File: src/design/oabd_pkg.sv
// Constants, field layouts and types for the operand address byte decoder
// *****************************************************************************
// How it works
// - Addressing byte splits into mode bits 7-6, aux bits 5-3, r/m bits 2-0.
// - Mode 11 makes the r/m field name a general register, no memory.
// - Mode 00 carries no displacement bytes; displacement is zero, bar direct form.
// - Mode 01 fetches one displacement byte, sign-extended to sixteen bits.
// - Mode 10 fetches two displacement bytes, second byte is the high half.
// - Byte register codes 0-7 map to AL, CL, DL, BL, AH, CH, DH, BH.
// - Word register codes 0-7 map to AX, CX, DX, BX, SP, BP, SI, DI.
// - Memory r/m codes 0-2 address BX+SI, BX+DI, BP+SI plus displacement.
// - Mode 00 with r/m 110 takes a sixteen-bit direct address instead.
// - Displacement is added to the offset part, never to the segment.
// - Immediate data is at most sixteen bits from the immediate bytes.
// - Prefix 001ss110 overrides segment with ES, CS, SS, DS for ss 0-3.
// - Extension notation reads the aux field as a sub-operation selector.
// - Register notation reads the aux field as a byte or word register.
// - Immediate byte or word is signed or unsigned as the opcode says.
// - Offset opcodes take one offset byte, or a double word offset and segment.
// - Register-in-opcode forms take a word register from the opcode low bits.
// - String source is addressed by DS:SI, destination by ES:DI.
// *****************************************************************************
package oabd_pkg;

  // Addressing byte field positions
  localparam int MOD_MSB = 7;
  localparam int MOD_LSB = 6;
  localparam int AUX_MSB = 5;
  localparam int AUX_LSB = 3;
  localparam int RM_MSB = 2;
  localparam int RM_LSB = 0;

  // Mode field values
  localparam logic [1:0] MOD_NODISP = 2'h0;
  localparam logic [1:0] MOD_DISP8 = 2'h1;
  localparam logic [1:0] MOD_DISP16 = 2'h2;
  localparam logic [1:0] MOD_REG = 2'h3;
  localparam logic [2:0] RM_DIRECT = 3'h6;

  // Word register codes
  localparam logic [2:0] REG_AX = 3'h0;
  localparam logic [2:0] REG_CX = 3'h1;
  localparam logic [2:0] REG_DX = 3'h2;
  localparam logic [2:0] REG_BX = 3'h3;
  localparam logic [2:0] REG_SP = 3'h4;
  localparam logic [2:0] REG_BP = 3'h5;
  localparam logic [2:0] REG_SI = 3'h6;
  localparam logic [2:0] REG_DI = 3'h7;

  // Segment override prefix pattern and segment codes
  localparam logic [7:0] PFX_MASK = 8'he7;
  localparam logic [7:0] PFX_MATCH = 8'h26;
  localparam int PFX_SEG_LSB = 3;
  localparam logic [1:0] SEG_ES = 2'h0;
  localparam logic [1:0] SEG_CS = 2'h1;
  localparam logic [1:0] SEG_SS = 2'h2;
  localparam logic [1:0] SEG_DS = 2'h3;

  // Offset byte counts, last byte index
  localparam logic [1:0] OFS_LAST_BYTE = 2'h0;
  localparam logic [1:0] OFS_LAST_DWORD = 2'h3;

  // Immediate and offset operand kinds
  typedef enum logic [1:0] {
    IMM_NONE = 2'h0,
    IMM_BYTE = 2'h1,
    IMM_WORD = 2'h2
  } oabd_imm_t;

  typedef enum logic [1:0] {
    OFS_NONE = 2'h0,
    OFS_BYTE = 2'h1,
    OFS_DWORD = 2'h2
  } oabd_ofs_t;

  // Decoder sequence
  typedef enum logic [3:0] {
    ST_IDLE = 4'h0,
    ST_MODRM = 4'h1,
    ST_DISPLO = 4'h2,
    ST_DISPHI = 4'h3,
    ST_IMMLO = 4'h4,
    ST_IMMHI = 4'h5,
    ST_OFS = 4'h6,
    ST_REGRD = 4'h7,
    ST_CALC = 4'h8
  } oabd_state_t;

endpackage : oabd_pkg

File: src/design/oabd_rf_if.sv
// Read-port bundle between the decoder and the general register file
`timescale 1ns/1ps
interface oabd_rf_if #(
  parameter int WIDTH = 16,
  parameter int ADDR_W = 3
);
  logic [ADDR_W-1:0] rdAddrA;
  logic [ADDR_W-1:0] rdAddrB;
  logic [WIDTH-1:0] rdDataA;
  logic [WIDTH-1:0] rdDataB;

  modport decoder (output rdAddrA, output rdAddrB, input rdDataA, input rdDataB);
  modport regfile (input rdAddrA, input rdAddrB, output rdDataA, output rdDataB);
endinterface : oabd_rf_if

File: src/design/oabd_reg_file.sv
// General word register file with two registered read ports
`timescale 1ns/1ps
module oabd_reg_file #(
  parameter int WIDTH = 16,
  parameter int DEPTH = 8,
  parameter int ADDR_W = 3
) (
  input wire logic core_clk,
  input wire logic rst,
  input wire logic wrEn,
  input wire logic [ADDR_W-1:0] wrIdx,
  input wire logic [WIDTH-1:0] wrData,
  oabd_rf_if.regfile rf
);

  if (DEPTH > (1 << ADDR_W) || DEPTH < 1) begin : g_bad_depth
    $error("oabd_reg_file: DEPTH does not fit ADDR_W");
  end

  logic [WIDTH-1:0] mem [DEPTH];

  // Storage has no reset; contents are set by the execution side
  always_ff @(posedge core_clk) begin
    if (wrEn) begin
      mem[wrIdx] <= wrData;
    end
  end

  // Read data registered, one cycle after the address
  always_ff @(posedge core_clk or posedge rst) begin
    if (rst) begin
      rf.rdDataA <= '0;
      rf.rdDataB <= '0;
    end else begin
      rf.rdDataA <= mem[rf.rdAddrA];
      rf.rdDataB <= mem[rf.rdAddrB];
    end
  end

endmodule : oabd_reg_file

File: src/design/oabd_decoder.sv
// Operand address byte decoder: field split, displacement, immediates, segment
`timescale 1ns/1ps
module oabd_decoder #(
  parameter int WORD_W = 16
) (
  input wire logic core_clk,
  input wire logic rst,
  input wire logic descValid,
  input wire logic [7:0] descOpcode,
  input wire logic descHasModrm,
  input wire logic descWordOp,
  input wire logic descExtNote,
  input wire logic [1:0] descImm,
  input wire logic descImmSigned,
  input wire logic [1:0] descOffset,
  input wire logic descRegInOpcode,
  input wire logic descString,
  output logic descReady,
  input wire logic byteValid,
  input wire logic [7:0] byteData,
  output logic byteReady,
  input wire logic wrEn,
  input wire logic [2:0] wrIdx,
  input wire logic [15:0] wrData,
  output logic decodeDone,
  output logic [1:0] modeField,
  output logic [2:0] auxField,
  output logic [2:0] rmField,
  output logic isRegOperand,
  output logic [2:0] rmRegIdx,
  output logic rmRegHigh,
  output logic extValid,
  output logic [2:0] extSelect,
  output logic auxRegValid,
  output logic [2:0] auxRegIdx,
  output logic auxRegHigh,
  output logic opcodeRegValid,
  output logic [2:0] opcodeRegIdx,
  output logic [15:0] displacement,
  output logic [15:0] effectiveOffset,
  output logic [1:0] segmentSelectBits,
  output logic segOverride,
  output logic immValid,
  output logic [15:0] immediate,
  output logic [1:0] offsetKind,
  output logic [15:0] offsetOperand,
  output logic [15:0] segmentOperand,
  output logic stringValid,
  output logic [15:0] stringDstOffset,
  output logic [1:0] stringDstSeg
);

  if (WORD_W != 16) begin : g_bad_width
    $error("oabd_decoder: only a 16-bit word is supported");
  end

  // ***************************************************************************
  // Functions
  // ***************************************************************************

  // Next step once displacement is done: immediates first, then offsets
  function automatic oabd_pkg::oabd_state_t afterDisp(input logic [1:0] imm,
                                                       input logic [1:0] ofs);
    if (imm != oabd_pkg::IMM_NONE) begin
      return oabd_pkg::ST_IMMLO;
    end else if (ofs != oabd_pkg::OFS_NONE) begin
      return oabd_pkg::ST_OFS;
    end else begin
      return oabd_pkg::ST_REGRD;
    end
  endfunction : afterDisp

  // Base register of a memory form, {used, index}
  function automatic logic [3:0] eaBase(input logic [2:0] rm);
    case (rm)
      3'h0, 3'h1: return {1'b1, oabd_pkg::REG_BX};
      3'h2, 3'h3: return {1'b1, oabd_pkg::REG_BP};
      3'h4: return {1'b1, oabd_pkg::REG_SI};
      3'h5: return {1'b1, oabd_pkg::REG_DI};
      3'h6: return {1'b1, oabd_pkg::REG_BP};
      default: return {1'b1, oabd_pkg::REG_BX};
    endcase
  endfunction : eaBase

  // Index register of a memory form, {used, index}
  function automatic logic [3:0] eaIndex(input logic [2:0] rm);
    case (rm)
      3'h0, 3'h2: return {1'b1, oabd_pkg::REG_SI};
      3'h1, 3'h3: return {1'b1, oabd_pkg::REG_DI};
      default: return {1'b0, oabd_pkg::REG_AX};
    endcase
  endfunction : eaIndex

  // Byte register code to {high half, word register holding it}
  function automatic logic [3:0] regMap(input logic [2:0] code, input logic word);
    if (word) begin
      return {1'b0, code};
    end else begin
      return {code[2], 1'b0, code[1:0]};
    end
  endfunction : regMap

  // ***************************************************************************
  // Latched descriptor and fields
  // ***************************************************************************

  oabd_pkg::oabd_state_t state_q, state_d;
  logic byteTake;
  logic [7:0] opcode_q;
  logic hasModrm_q, wordOp_q, extNote_q, immSigned_q, regInOpcode_q, string_q;
  logic [1:0] immKind_q, ofsKind_q;
  logic [1:0] mode_q;
  logic [2:0] aux_q, rm_q;
  logic [15:0] disp_q;
  logic [15:0] imm_q;
  logic [31:0] ofsBuf_q;
  logic [1:0] ofsCnt_q;
  logic ovrValid_q;
  logic [1:0] ovrSeg_q;
  logic direct, isPrefix;
  logic [3:0] baseSel, indexSel;
  logic [15:0] eaSum;
  logic [1:0] memSeg;
  logic [3:0] rmMap, auxMap;

  oabd_rf_if #(.WIDTH(16), .ADDR_W(3)) rf ();

  oabd_reg_file #(.WIDTH(16), .DEPTH(8), .ADDR_W(3)) u_reg_file (
    .core_clk(core_clk),
    .rst(rst),
    .wrEn(wrEn),
    .wrIdx(wrIdx),
    .wrData(wrData),
    .rf(rf.regfile)
  );

  assign byteTake = byteValid && byteReady;
  assign isPrefix = (byteData & oabd_pkg::PFX_MASK) == oabd_pkg::PFX_MATCH;
  assign direct = (mode_q == oabd_pkg::MOD_NODISP) && (rm_q == oabd_pkg::RM_DIRECT);
  assign baseSel = eaBase(rm_q);
  assign indexSel = eaIndex(rm_q);

  // String forms read SI and DI; memory forms read base and index
  assign rf.rdAddrA = string_q ? oabd_pkg::REG_SI : baseSel[2:0];
  assign rf.rdAddrB = string_q ? oabd_pkg::REG_DI : indexSel[2:0];

  // Displacement joins the offset only; segment is chosen apart
  always_comb begin
    if (direct) begin
      eaSum = disp_q;
    end else begin
      eaSum = (baseSel[3] ? rf.rdDataA : 16'h0000) + (indexSel[3] ? rf.rdDataB : 16'h0000)
            + disp_q;
    end
  end

  // BP-based memory forms and mode 11 with r/m 2, 3, 6 default to SS, all else to DS; a prefix wins
  always_comb begin
    if (ovrValid_q) begin
      memSeg = ovrSeg_q;
    end else if (!string_q && !direct && baseSel[2:0] == oabd_pkg::REG_BP) begin
      memSeg = oabd_pkg::SEG_SS;
    end else begin
      memSeg = oabd_pkg::SEG_DS;
    end
  end

  assign rmMap = regMap(rm_q, wordOp_q);
  assign auxMap = regMap(aux_q, wordOp_q);

  // ***************************************************************************
  // Sequencer
  // ***************************************************************************

  // Next step: idle advances on a descriptor, byte states on taken bytes, REGRD and CALC after one cycle
  always_comb begin
    state_d = state_q;
    case (state_q)
      oabd_pkg::ST_IDLE: begin
        if (descValid && descReady) begin
          state_d = descHasModrm ? oabd_pkg::ST_MODRM : afterDisp(descImm, descOffset);
        end
      end
      oabd_pkg::ST_MODRM: begin
        if (byteTake) begin
          if (byteData[oabd_pkg::MOD_MSB:oabd_pkg::MOD_LSB] == oabd_pkg::MOD_REG ||
              (byteData[oabd_pkg::MOD_MSB:oabd_pkg::MOD_LSB] == oabd_pkg::MOD_NODISP &&
               byteData[oabd_pkg::RM_MSB:oabd_pkg::RM_LSB] != oabd_pkg::RM_DIRECT)) begin
            state_d = afterDisp(immKind_q, ofsKind_q);
          end else begin
            state_d = oabd_pkg::ST_DISPLO;
          end
        end
      end
      oabd_pkg::ST_DISPLO: begin
        if (byteTake) begin
          state_d = (mode_q == oabd_pkg::MOD_DISP8) ? afterDisp(immKind_q, ofsKind_q)
                                                    : oabd_pkg::ST_DISPHI;
        end
      end
      oabd_pkg::ST_DISPHI: begin
        if (byteTake) begin
          state_d = afterDisp(immKind_q, ofsKind_q);
        end
      end
      oabd_pkg::ST_IMMLO: begin
        if (byteTake) begin
          state_d = (immKind_q == oabd_pkg::IMM_WORD) ? oabd_pkg::ST_IMMHI
                                                      : afterDisp(oabd_pkg::IMM_NONE, ofsKind_q);
        end
      end
      oabd_pkg::ST_IMMHI: begin
        if (byteTake) begin
          state_d = afterDisp(oabd_pkg::IMM_NONE, ofsKind_q);
        end
      end
      oabd_pkg::ST_OFS: begin
        if (byteTake && ofsCnt_q == ((ofsKind_q == oabd_pkg::OFS_BYTE) ?
            oabd_pkg::OFS_LAST_BYTE : oabd_pkg::OFS_LAST_DWORD)) begin
          state_d = oabd_pkg::ST_REGRD;
        end
      end
      oabd_pkg::ST_REGRD: state_d = oabd_pkg::ST_CALC;
      oabd_pkg::ST_CALC: state_d = oabd_pkg::ST_IDLE;
      default: state_d = oabd_pkg::ST_IDLE;
    endcase
  end

  // State and handshake flops; readies follow the next state
  always_ff @(posedge core_clk or posedge rst) begin
    if (rst) begin
      state_q <= oabd_pkg::ST_IDLE;
      descReady <= 1'b0;
      byteReady <= 1'b0;
    end else begin
      state_q <= state_d;
      descReady <= (state_d == oabd_pkg::ST_IDLE);
      byteReady <= (state_d != oabd_pkg::ST_REGRD) && (state_d != oabd_pkg::ST_CALC);
    end
  end

  // Descriptor capture at instruction start
  always_ff @(posedge core_clk or posedge rst) begin
    if (rst) begin
      opcode_q <= 8'h00;
      hasModrm_q <= 1'b0;
      wordOp_q <= 1'b0;
      extNote_q <= 1'b0;
      immKind_q <= oabd_pkg::IMM_NONE;
      immSigned_q <= 1'b0;
      ofsKind_q <= oabd_pkg::OFS_NONE;
      regInOpcode_q <= 1'b0;
      string_q <= 1'b0;
    end else if (state_q == oabd_pkg::ST_IDLE && descValid && descReady) begin
      opcode_q <= descOpcode;
      hasModrm_q <= descHasModrm;
      wordOp_q <= descWordOp;
      extNote_q <= descExtNote;
      immKind_q <= descImm;
      immSigned_q <= descImmSigned;
      ofsKind_q <= descOffset;
      regInOpcode_q <= descRegInOpcode;
      string_q <= descString;
    end
  end

  // Addressing byte split; forms without one read as register mode
  always_ff @(posedge core_clk or posedge rst) begin
    if (rst) begin
      mode_q <= oabd_pkg::MOD_REG;
      aux_q <= 3'h0;
      rm_q <= 3'h0;
    end else if (state_q == oabd_pkg::ST_IDLE && descValid && descReady) begin
      mode_q <= oabd_pkg::MOD_REG;
      aux_q <= 3'h0;
      rm_q <= 3'h0;
    end else if (state_q == oabd_pkg::ST_MODRM && byteTake) begin
      mode_q <= byteData[oabd_pkg::MOD_MSB:oabd_pkg::MOD_LSB];
      aux_q <= byteData[oabd_pkg::AUX_MSB:oabd_pkg::AUX_LSB];
      rm_q <= byteData[oabd_pkg::RM_MSB:oabd_pkg::RM_LSB];
    end
  end

  // Displacement: zero by default, low byte first
  always_ff @(posedge core_clk or posedge rst) begin
    if (rst) begin
      disp_q <= 16'h0000;
    end else if (state_q == oabd_pkg::ST_IDLE) begin
      disp_q <= 16'h0000;
    end else if (state_q == oabd_pkg::ST_DISPLO && byteTake) begin
      if (mode_q == oabd_pkg::MOD_DISP8) begin
        disp_q <= {{8{byteData[7]}}, byteData};
      end else begin
        disp_q <= {8'h00, byteData};
      end
    end else if (state_q == oabd_pkg::ST_DISPHI && byteTake) begin
      disp_q <= {byteData, disp_q[7:0]};
    end
  end

  // Immediate: byte widened per opcode signedness, word low byte first
  always_ff @(posedge core_clk or posedge rst) begin
    if (rst) begin
      imm_q <= 16'h0000;
    end else if (state_q == oabd_pkg::ST_IMMLO && byteTake) begin
      imm_q <= {(immSigned_q ? {8{byteData[7]}} : 8'h00), byteData};
    end else if (state_q == oabd_pkg::ST_IMMHI && byteTake) begin
      imm_q <= {byteData, imm_q[7:0]};
    end
  end

  // Offset bytes: offset low, high, then segment low, high
  always_ff @(posedge core_clk or posedge rst) begin
    if (rst) begin
      ofsBuf_q <= 32'h00000000;
      ofsCnt_q <= 2'h0;
    end else if (state_q == oabd_pkg::ST_IDLE) begin
      ofsBuf_q <= 32'h00000000;
      ofsCnt_q <= 2'h0;
    end else if (state_q == oabd_pkg::ST_OFS && byteTake) begin
      ofsBuf_q[{ofsCnt_q, 3'h0} +: 8] <= byteData;
      ofsCnt_q <= ofsCnt_q + 2'h1;
    end
  end

  // Prefix seen while idle holds until its instruction completes
  always_ff @(posedge core_clk or posedge rst) begin
    if (rst) begin
      ovrValid_q <= 1'b0;
      ovrSeg_q <= oabd_pkg::SEG_DS;
    end else if (state_q == oabd_pkg::ST_IDLE && byteTake && isPrefix) begin
      ovrValid_q <= 1'b1;
      ovrSeg_q <= byteData[oabd_pkg::PFX_SEG_LSB +: 2];
    end else if (state_q == oabd_pkg::ST_CALC) begin
      ovrValid_q <= 1'b0;
    end
  end

  // ***************************************************************************
  // Result registers, loaded in the final step
  // ***************************************************************************

  // Done pulse lasts one cycle; results stand until the next one
  always_ff @(posedge core_clk or posedge rst) begin
    if (rst) begin
      decodeDone <= 1'b0;
    end else begin
      decodeDone <= (state_q == oabd_pkg::ST_CALC);
    end
  end

  // Field and register selections
  always_ff @(posedge core_clk or posedge rst) begin
    if (rst) begin
      modeField <= oabd_pkg::MOD_REG;
      auxField <= 3'h0;
      rmField <= 3'h0;
      isRegOperand <= 1'b0;
      rmRegIdx <= 3'h0;
      rmRegHigh <= 1'b0;
      extValid <= 1'b0;
      extSelect <= 3'h0;
      auxRegValid <= 1'b0;
      auxRegIdx <= 3'h0;
      auxRegHigh <= 1'b0;
      opcodeRegValid <= 1'b0;
      opcodeRegIdx <= 3'h0;
    end else if (state_q == oabd_pkg::ST_CALC) begin
      modeField <= mode_q;
      auxField <= aux_q;
      rmField <= rm_q;
      isRegOperand <= hasModrm_q && (mode_q == oabd_pkg::MOD_REG);
      rmRegIdx <= rmMap[2:0];
      rmRegHigh <= rmMap[3];
      extValid <= hasModrm_q && extNote_q;
      extSelect <= aux_q;
      auxRegValid <= hasModrm_q && !extNote_q;
      auxRegIdx <= auxMap[2:0];
      auxRegHigh <= auxMap[3];
      opcodeRegValid <= regInOpcode_q;
      opcodeRegIdx <= opcode_q[2:0];
    end
  end

  // Addresses, segment and operand values
  always_ff @(posedge core_clk or posedge rst) begin
    if (rst) begin
      displacement <= 16'h0000;
      effectiveOffset <= 16'h0000;
      segmentSelectBits <= oabd_pkg::SEG_DS;
      segOverride <= 1'b0;
      immValid <= 1'b0;
      immediate <= 16'h0000;
      offsetKind <= oabd_pkg::OFS_NONE;
      offsetOperand <= 16'h0000;
      segmentOperand <= 16'h0000;
      stringValid <= 1'b0;
      stringDstOffset <= 16'h0000;
      stringDstSeg <= oabd_pkg::SEG_ES;
    end else if (state_q == oabd_pkg::ST_CALC) begin
      displacement <= disp_q;
      effectiveOffset <= string_q ? rf.rdDataA : eaSum;
      segmentSelectBits <= memSeg;
      segOverride <= ovrValid_q;
      immValid <= (immKind_q != oabd_pkg::IMM_NONE);
      immediate <= imm_q;
      offsetKind <= ofsKind_q;
      offsetOperand <= (ofsKind_q == oabd_pkg::OFS_BYTE) ? {8'h00, ofsBuf_q[7:0]}
                                                         : ofsBuf_q[15:0];
      segmentOperand <= ofsBuf_q[31:16];
      stringValid <= string_q;
      stringDstOffset <= rf.rdDataB;
      stringDstSeg <= oabd_pkg::SEG_ES;
    end
  end

endmodule : oabd_decoder

File: config.mk
export PLATFORM = sky130hd
export DESIGN_NAME = oabd_decoder
export DESIGN_NICKNAME = d
export VERILOG_FILES = /design/src/design/oabd_pkg.sv /design/src/design/oabd_rf_if.sv /design/src/design/oabd_reg_file.sv /design/src/design/oabd_decoder.sv
export SDC_FILE = /design/constraint.sdc
export NUM_CORES = 1
export LEC_CHECK = 0
export BUFFER_PORTS_ARGS = -buffer_cell sky130_fd_sc_hd__buf_2
export CAP_MARGIN = 20
export CORE_ASPECT_RATIO = 1.2
export CORE_MARGIN = 3
export CORE_UTILIZATION = 57
export DETAILED_ROUTE_END_ITERATION = 16
export HOLD_SLACK_MARGIN = 0.06
export PLACE_DENSITY = 0.79
export SKIP_CTS_REPAIR_TIMING = 1
export SLEW_MARGIN = 20
export SYNTH_ARGS = -nofsm -noshare
export SYNTH_HDL_FRONTEND = slang
export SYNTH_SLANG_ARGS = --single-unit
export TNS_END_PERCENT = 50
File: constraint.sdc
create_clock -name core_clk -period 8.75 [get_ports core_clk]
set_input_delay 0.875 -clock core_clk [delete_from_list [all_inputs] [get_ports core_clk]]
set_output_delay 0.875 -clock core_clk [all_outputs]
set_load 0.05 [all_outputs]
==> Word level (Yosys, flattened, before mapping) <==
Memory sizes are Yosys's and may differ from the RTL's. A register that Yosys moved wholly into a read port is not among the register bits.
Cells that the tools add are included.
{ "word_totals": {"register_bits": 223, "ram_bits": 128, "out_inout_bits": 134, "elab_cells": 174, "n_memories": 1} }
{ "memory_table": {"columns": ["name", "words", "word_bits", "rd", "rd_ports_with_merged_regs", "wr", "line_no", "rtl"], "rows": [
  ["u_reg_file.mem", 8, 16, 2, 2, 1, "oabd_reg_file.sv:20", "logic [WIDTH-1:0] mem [DEPTH];"]
]} }
{ "classes": {"addsub": 4, "eq_ne": 25, "shift": 2, "n_mux": 52, "reduce_logical": 43} }
{ "op_table": {"columns": ["op", "count"], "rows": [
  ["$mux W16", 11],
  ["$mux W32", 2],
  ["$mux W4", 12],
  ["$add A16 B16 Y16", 2],
  ["$bwmux W32", 1],
  ["$pmux W4 S8", 1],
  ["$shift A8 B7 Y32 const A", 1],
  ["$shiftx A8 B7 Y32", 1],
  ["$logic_and A1 B1 Y1", 21],
  ["$mux W3", 7],
  ["$reduce_bool A2 Y1", 9],
  ["$eq A4 B3 Y1 const B", 4],
  ["$mux W2", 8],
  ["$eq A3 B3 Y1 const B", 4],
  ["$pmux W3 S3", 1],
  ["$eq A4 B2 Y1 const B", 2],
  ["$logic_not A4 Y1", 2],
  ["$mux W8", 1],
  ["$pmux W4 S2", 1],
  ["$mux W1", 7],
  ["$neg A5 Y7", 1],
  ["$eq A2 B2 Y1 const B", 3],
  ["$eq A3 B2 Y1 const B", 2],
  ["$eq A6 B4 Y1 const B", 1],
  ["other kinds (16)", 21]
]} }

==> Logic depth before layout (Yosys ltp) <==
{ "depth": {"ltp_word": 8, "ltp_mapped": 14, "ltp_nobuf": 13} }

==> Cells and area by module <==
From an unflattened synthesis, not the netlist that was laid out.
{ "unflattened": {"hier_cells": 1393, "hier_area_um2": 17087.6} }
{ "modules_own_cells": {"columns": ["module", "instances", "cells_each", "area_per_inst_um2", "seq_area_each_um2"], "rows": [
  ["oabd_decoder", 1, 1105, 10238.6, 5490.3],
  ["oabd_reg_file", 1, 288, 6849.1, 4644.5]
]} }

==> Worst setup path before layout <==
No wires, ideal clock.
{ "synth_path": {"path_type": "register -> register", "start": "register rm_q[2]", "end": "register effectiveOffset[13]", "setup_ps": 69, "arrival_time_ps": 3129, "required_ps": 8681, "path_slack_ps": 5552, "path_stages_with_launch": 14, "path_buffers": 2, "cell_sequence": "dfrtp_1 -> buf_6 -> clkbuf_1 -> nor2b_1 -> fa_1 -> ha_1 -> inv_1 -> fa_1 -> nand2b_1 -> a2111oi_0 -> nor2_1 -> nor2b_1 -> o41a_1 -> nand3_1"} }
{ "synth_via": {"elab_chain_cells": 8} }
{ "synth_lines": {"columns": ["element", "line_no", "rtl"], "rows": [
  ["start, declared", "oabd_decoder.sv:113", "logic [2:0] aux_q, rm_q;"],
  ["start signal, assigned", "oabd_decoder.sv:280", "rm_q <= byteData[oabd_pkg::RM_MSB:oabd_pkg::RM_LSB];"],
  ["$eq A3 B1 Y1, or another cell as far along", "oabd_decoder.sv:87", "case (rm)"],
  ["$reduce_or A2 Y1", "oabd_decoder.sv:87", null],
  ["$pmux W4 S2", "oabd_decoder.sv:87", null],
  ["$mux W16", "oabd_decoder.sv:152", "eaSum = (baseSel[3] ? rf.rdDataA : 16'h0000) + (indexSel[3] ? rf.rdDataB : 16'h0000)"],
  ["$add A16 B16 Y16", "oabd_decoder.sv:152", null],
  ["$add A16 B16 Y16", "oabd_decoder.sv:153", "+ disp_q;"],
  ["$mux W16 *", "oabd_decoder.sv:149", "if (direct) begin"],
  ["$mux W16 *", "oabd_decoder.sv:402", "effectiveOffset <= string_q ? rf.rdDataA : eaSum;"],
  ["end signal, assigned", "oabd_decoder.sv:402", null],
  ["end, declared", "oabd_decoder.sv:40", "output logic [15:0] effectiveOffset,"]
]} }
Every way passes the cells marked *; elsewhere a longest branch is shown, timed or not.
A chain may end at the register's enable or synchronous reset.

==> Final worst setup path <==
Same ends and word-level chain as after synthesis.

==> results.txt <==
Gpl congestion: 0.877
TritonRoute pass-1 iters: 5
Nature of the critical path endpoint: flip-flop
Post-DRT Antenna Nets: 0
Clock Tree Buf Depth: 3
Cells along the critical path: buf_4 > nor2b_1 > fa_1 > ha_1 > inv_1 > fa_1 > nand2b_1 > a2111oi_0 > nor2_1 > nor2b_1 > o41a_1 > nand3_1
Crit path arrival time: 3.94 ns
Crit Path Category: reg -> reg
Avg Cell Area, Syn: 10.7 um^2
Post-synth EDFFs: 80
Largest net degree at the start of global routing: 141
Crit Path Max Fanout: 36
Fmax: 285 MHz
CP peak stage delay: 0.50 ns
Post-synth design cell area: 14200 um^2
First-pass GRT wire length: 54600 um
Insertion delay to the later sink of the worst-skew pair: 0.51 ns
Dpl ws: 5.28 ns
Relative slew slack: 30.1%
Vias per cell: 5.74
Fin. Hold Viols: 0
Largest family of logic cells by synthesized area: simple AND/OR/NAND/NOR gates
Layout cell share with drive strength beyond 1: 19.1%
Final #Nets: 1553
Final critical-path required period: 3.51 ns
YS warnings: 0
CTS tree: built
Setup TNS: 0 ns
Compound-Gate Fraction of Synth Area: 11.7%
Sequential Power Share: 34.8%
Clock skew: 0.0162 ns
Max VDD drop: 0.250 mV
Post-Synth Adder-Cell Area: 3.83%
Initial antenna violation count: 0
Async S/R FF share, synth: 75.8%
Post-Layout Cell Count: 1812
Synthesized instance count: 1326
Drt total wl: 34200 um
Row cnt: 62
Internal: 3.81 mW
Die Y: 179 um
P_sw: 2.82 mW
Die width: 150 um
Synth Register Bits: 331
Maxcap violations: 0
Number of distinct library cells after synthesis: 74
Startpoint types: flip-flop
PD cells: 405 nW/um^2
Gate power share: 43.2%
Slew Viols, Final: 0
Yosys top cell area share: 42.7%
# port buffers: 176
Clock sink count: 331
Die area: 26900 um^2
Vias in the first global route: 10400
Synth Area in XOR/XNOR: 0.616%
Root Driver: clkbuf_16
Most used flip-flop cell after synthesis: dfrtp_1
Dpl cells: 1753
Crit share post-route: 40.1%
Boundary Pins: 184
Diode count: 0
Pleak: 7.97 nW
Post-synthesis mux area share: 2.13%
GRT Total Usage: 25.7%
CP max stage cell: fa_1
PnR worst setup slack: 5.24 ns
DR vias: 10400
Yosys top cell by area: dfrtp_1
RSZ-0062 raised after global routing: no
Worst-Margin Slew: 1.05 ns
Top post-synthesis cells by area: dfrtp_1 43%, edfxtp_1 17%, nand2_1 11%
CTS H-tree lvls: 2
Clock Pin Slew Worst Setup and Hold Paths: 0.06 ns
Clk network pwr share: 22.0%
Switch share: 42.5%
DRC errors left: 0
Post-synthesis sequential area ratio: 61.1%
Congestion Overflow GR: 0
Status: finished, final reports clean
Initial Utilization: 58.6%
Pwr Total: 6.63 mW
DP HPWL: 22300 um
Final setup violation count: 0
Worst path required time: 9.19 ns
TritonCTS buffer count: 34
Core area: 24300 um^2
DR iter-0 viols: 816
Post-synthesis simple-gate area fraction: 17.2%
Hold crit path type: reg -> reg
Area growth syn-to-layout: 15.0%
Avg WL per Cell: 18.9 um
==> path summary, 6_finish.rpt <==
kind                       slack [ns]             endpoint  depth (start not counted)                 startpoint
min in group asynchronous        0.51         ofsBuf_q[12]                          2                        rst
hold reg to reg                  0.45  stringDstOffset[15]                          2  u_reg_file.rf.rdDataB[15]
setup / recovery                 5.24  effectiveOffset[13]                         12                    rm_q[2]
hold / removal                   0.45  stringDstOffset[15]                          2  u_reg_file.rf.rdDataB[15]
max in group asynchronous        6.88    segmentOperand[4]                          3                        rst
setup reg to reg                 5.24  effectiveOffset[13]                         12                    rm_q[2]
==> through the flow <==
stage / cell area [um^2] / hold slack (ns) / utilization, %
global route: 16400 / 0.474 / 67.4
CTS: 16400 / 0.456 / 67.4
global placement: 15200 / 0.445 / 62.7
floorplan: 14200 / 0.431 / -
detailed placement: 15200 / 0.446 / 62.7
finish: 16400 / 0.455 / 67.4
==> registers in the layout, indices dropped and copies added (netlist names), 4 cells and up <==
| name | cells |
|---|---|
| immediate | 16 |
| ofsBuf_q | 32 |
| stringDstOffset | 16 |
| disp_q | 16 |
| state_q | 4 |
| u_reg_file.rf.rdDataA | 16 |
| imm_q | 16 |
| u_reg_file.rf.rdDataB | 16 |
| offsetOperand | 16 |
| u_reg_file.mem | 80 |
| displacement | 16 |
| effectiveOffset | 16 |
| segmentOperand | 16 |
==> cell usage in the layout, fill, tap and decap left out, types with 32 or more instances in the layout <==
cell       synthesis  final
dfrtp_1          243    243
a22oi_1           32     32
nand2_1          409    409
o21ai_0           69     69
edfxtp_1          80     80
a22o_1            37     37
nor2_1            61     57
clkbuf_16          0     37
a21oi_1           43     43
buf_2             27    176
==> cell type report <==
type                            instances  area, um^2
Clock buffer                           49        1030
Clock inverter                         10         115
Fill cell                            1807        7920
Inverter                               19        80.1
Multi-Input combinational cell        894        5070
Sequential cell                       331        8690
Tap cell                              320         400
Timing Repair Buffer                  189         978
==> metal layers <==
metal  global-route usage (%)  share of wire [%]  vias to the layer above
met5                        0                  0                        -
met4                     8.62                3.0                        0
met3                     4.20                7.0                       82
met2                     44.3                 50                      402
met1                     33.4                 40                     5096
li1                         -                  -                     4817
==> cell families (layout without fill, tap and decap cells) <==
family                   after synthesis  in the layout
XOR/XNOR                              10             10
adder cells (fa/ha/maj)               34             34
flip-flops                           331            331
AO/OA/AOI/OAI                        248            248
other                                  1              2
AND/OR/NAND/NOR                      571            571
buffers and inverters                102            267
multiplexers                          29             29
==> critical path, delay by kind of cell, from the launching register on <==
family	cells	cell delay [ns]
adder cells (fa/ha/maj)	3	1.07
AO/OA/AOI/OAI	2	0.82
AND/OR/NAND/NOR	5	0.73
buffers and inverters	2	0.46
flip-flops	1	0.33
==> synth_stat cells, drive strengths merged (7+ instances only) <==
cell type / n
nand2: 409
dfrtp: 243
edfxtp: 80
o21ai: 78
nor2: 62
buf: 47
a21oi: 44
a22o: 37
clkbuf: 36
a22oi: 32
nand3: 25
nor2b: 20
inv: 19
mux2i: 19
ha: 18
fa: 16
mux2: 10
and3: 9
nand2b: 9
nor3: 9
o211ai: 9
dfstp: 8
xnor2: 8
a211oi: 7
==> power by group through the flow <==
stage,logic [mW],clock network [mW],registers [mW]
finish,2.86,1.46,2.31
global route,3.12,1.55,2.35
CTS,2.86,1.49,2.30
detailed placement,2.83,0,2.32
global placement,2.75,0,2.31
floorplan,1.66,0,2.79
Power figures use the tool's default switching activity.
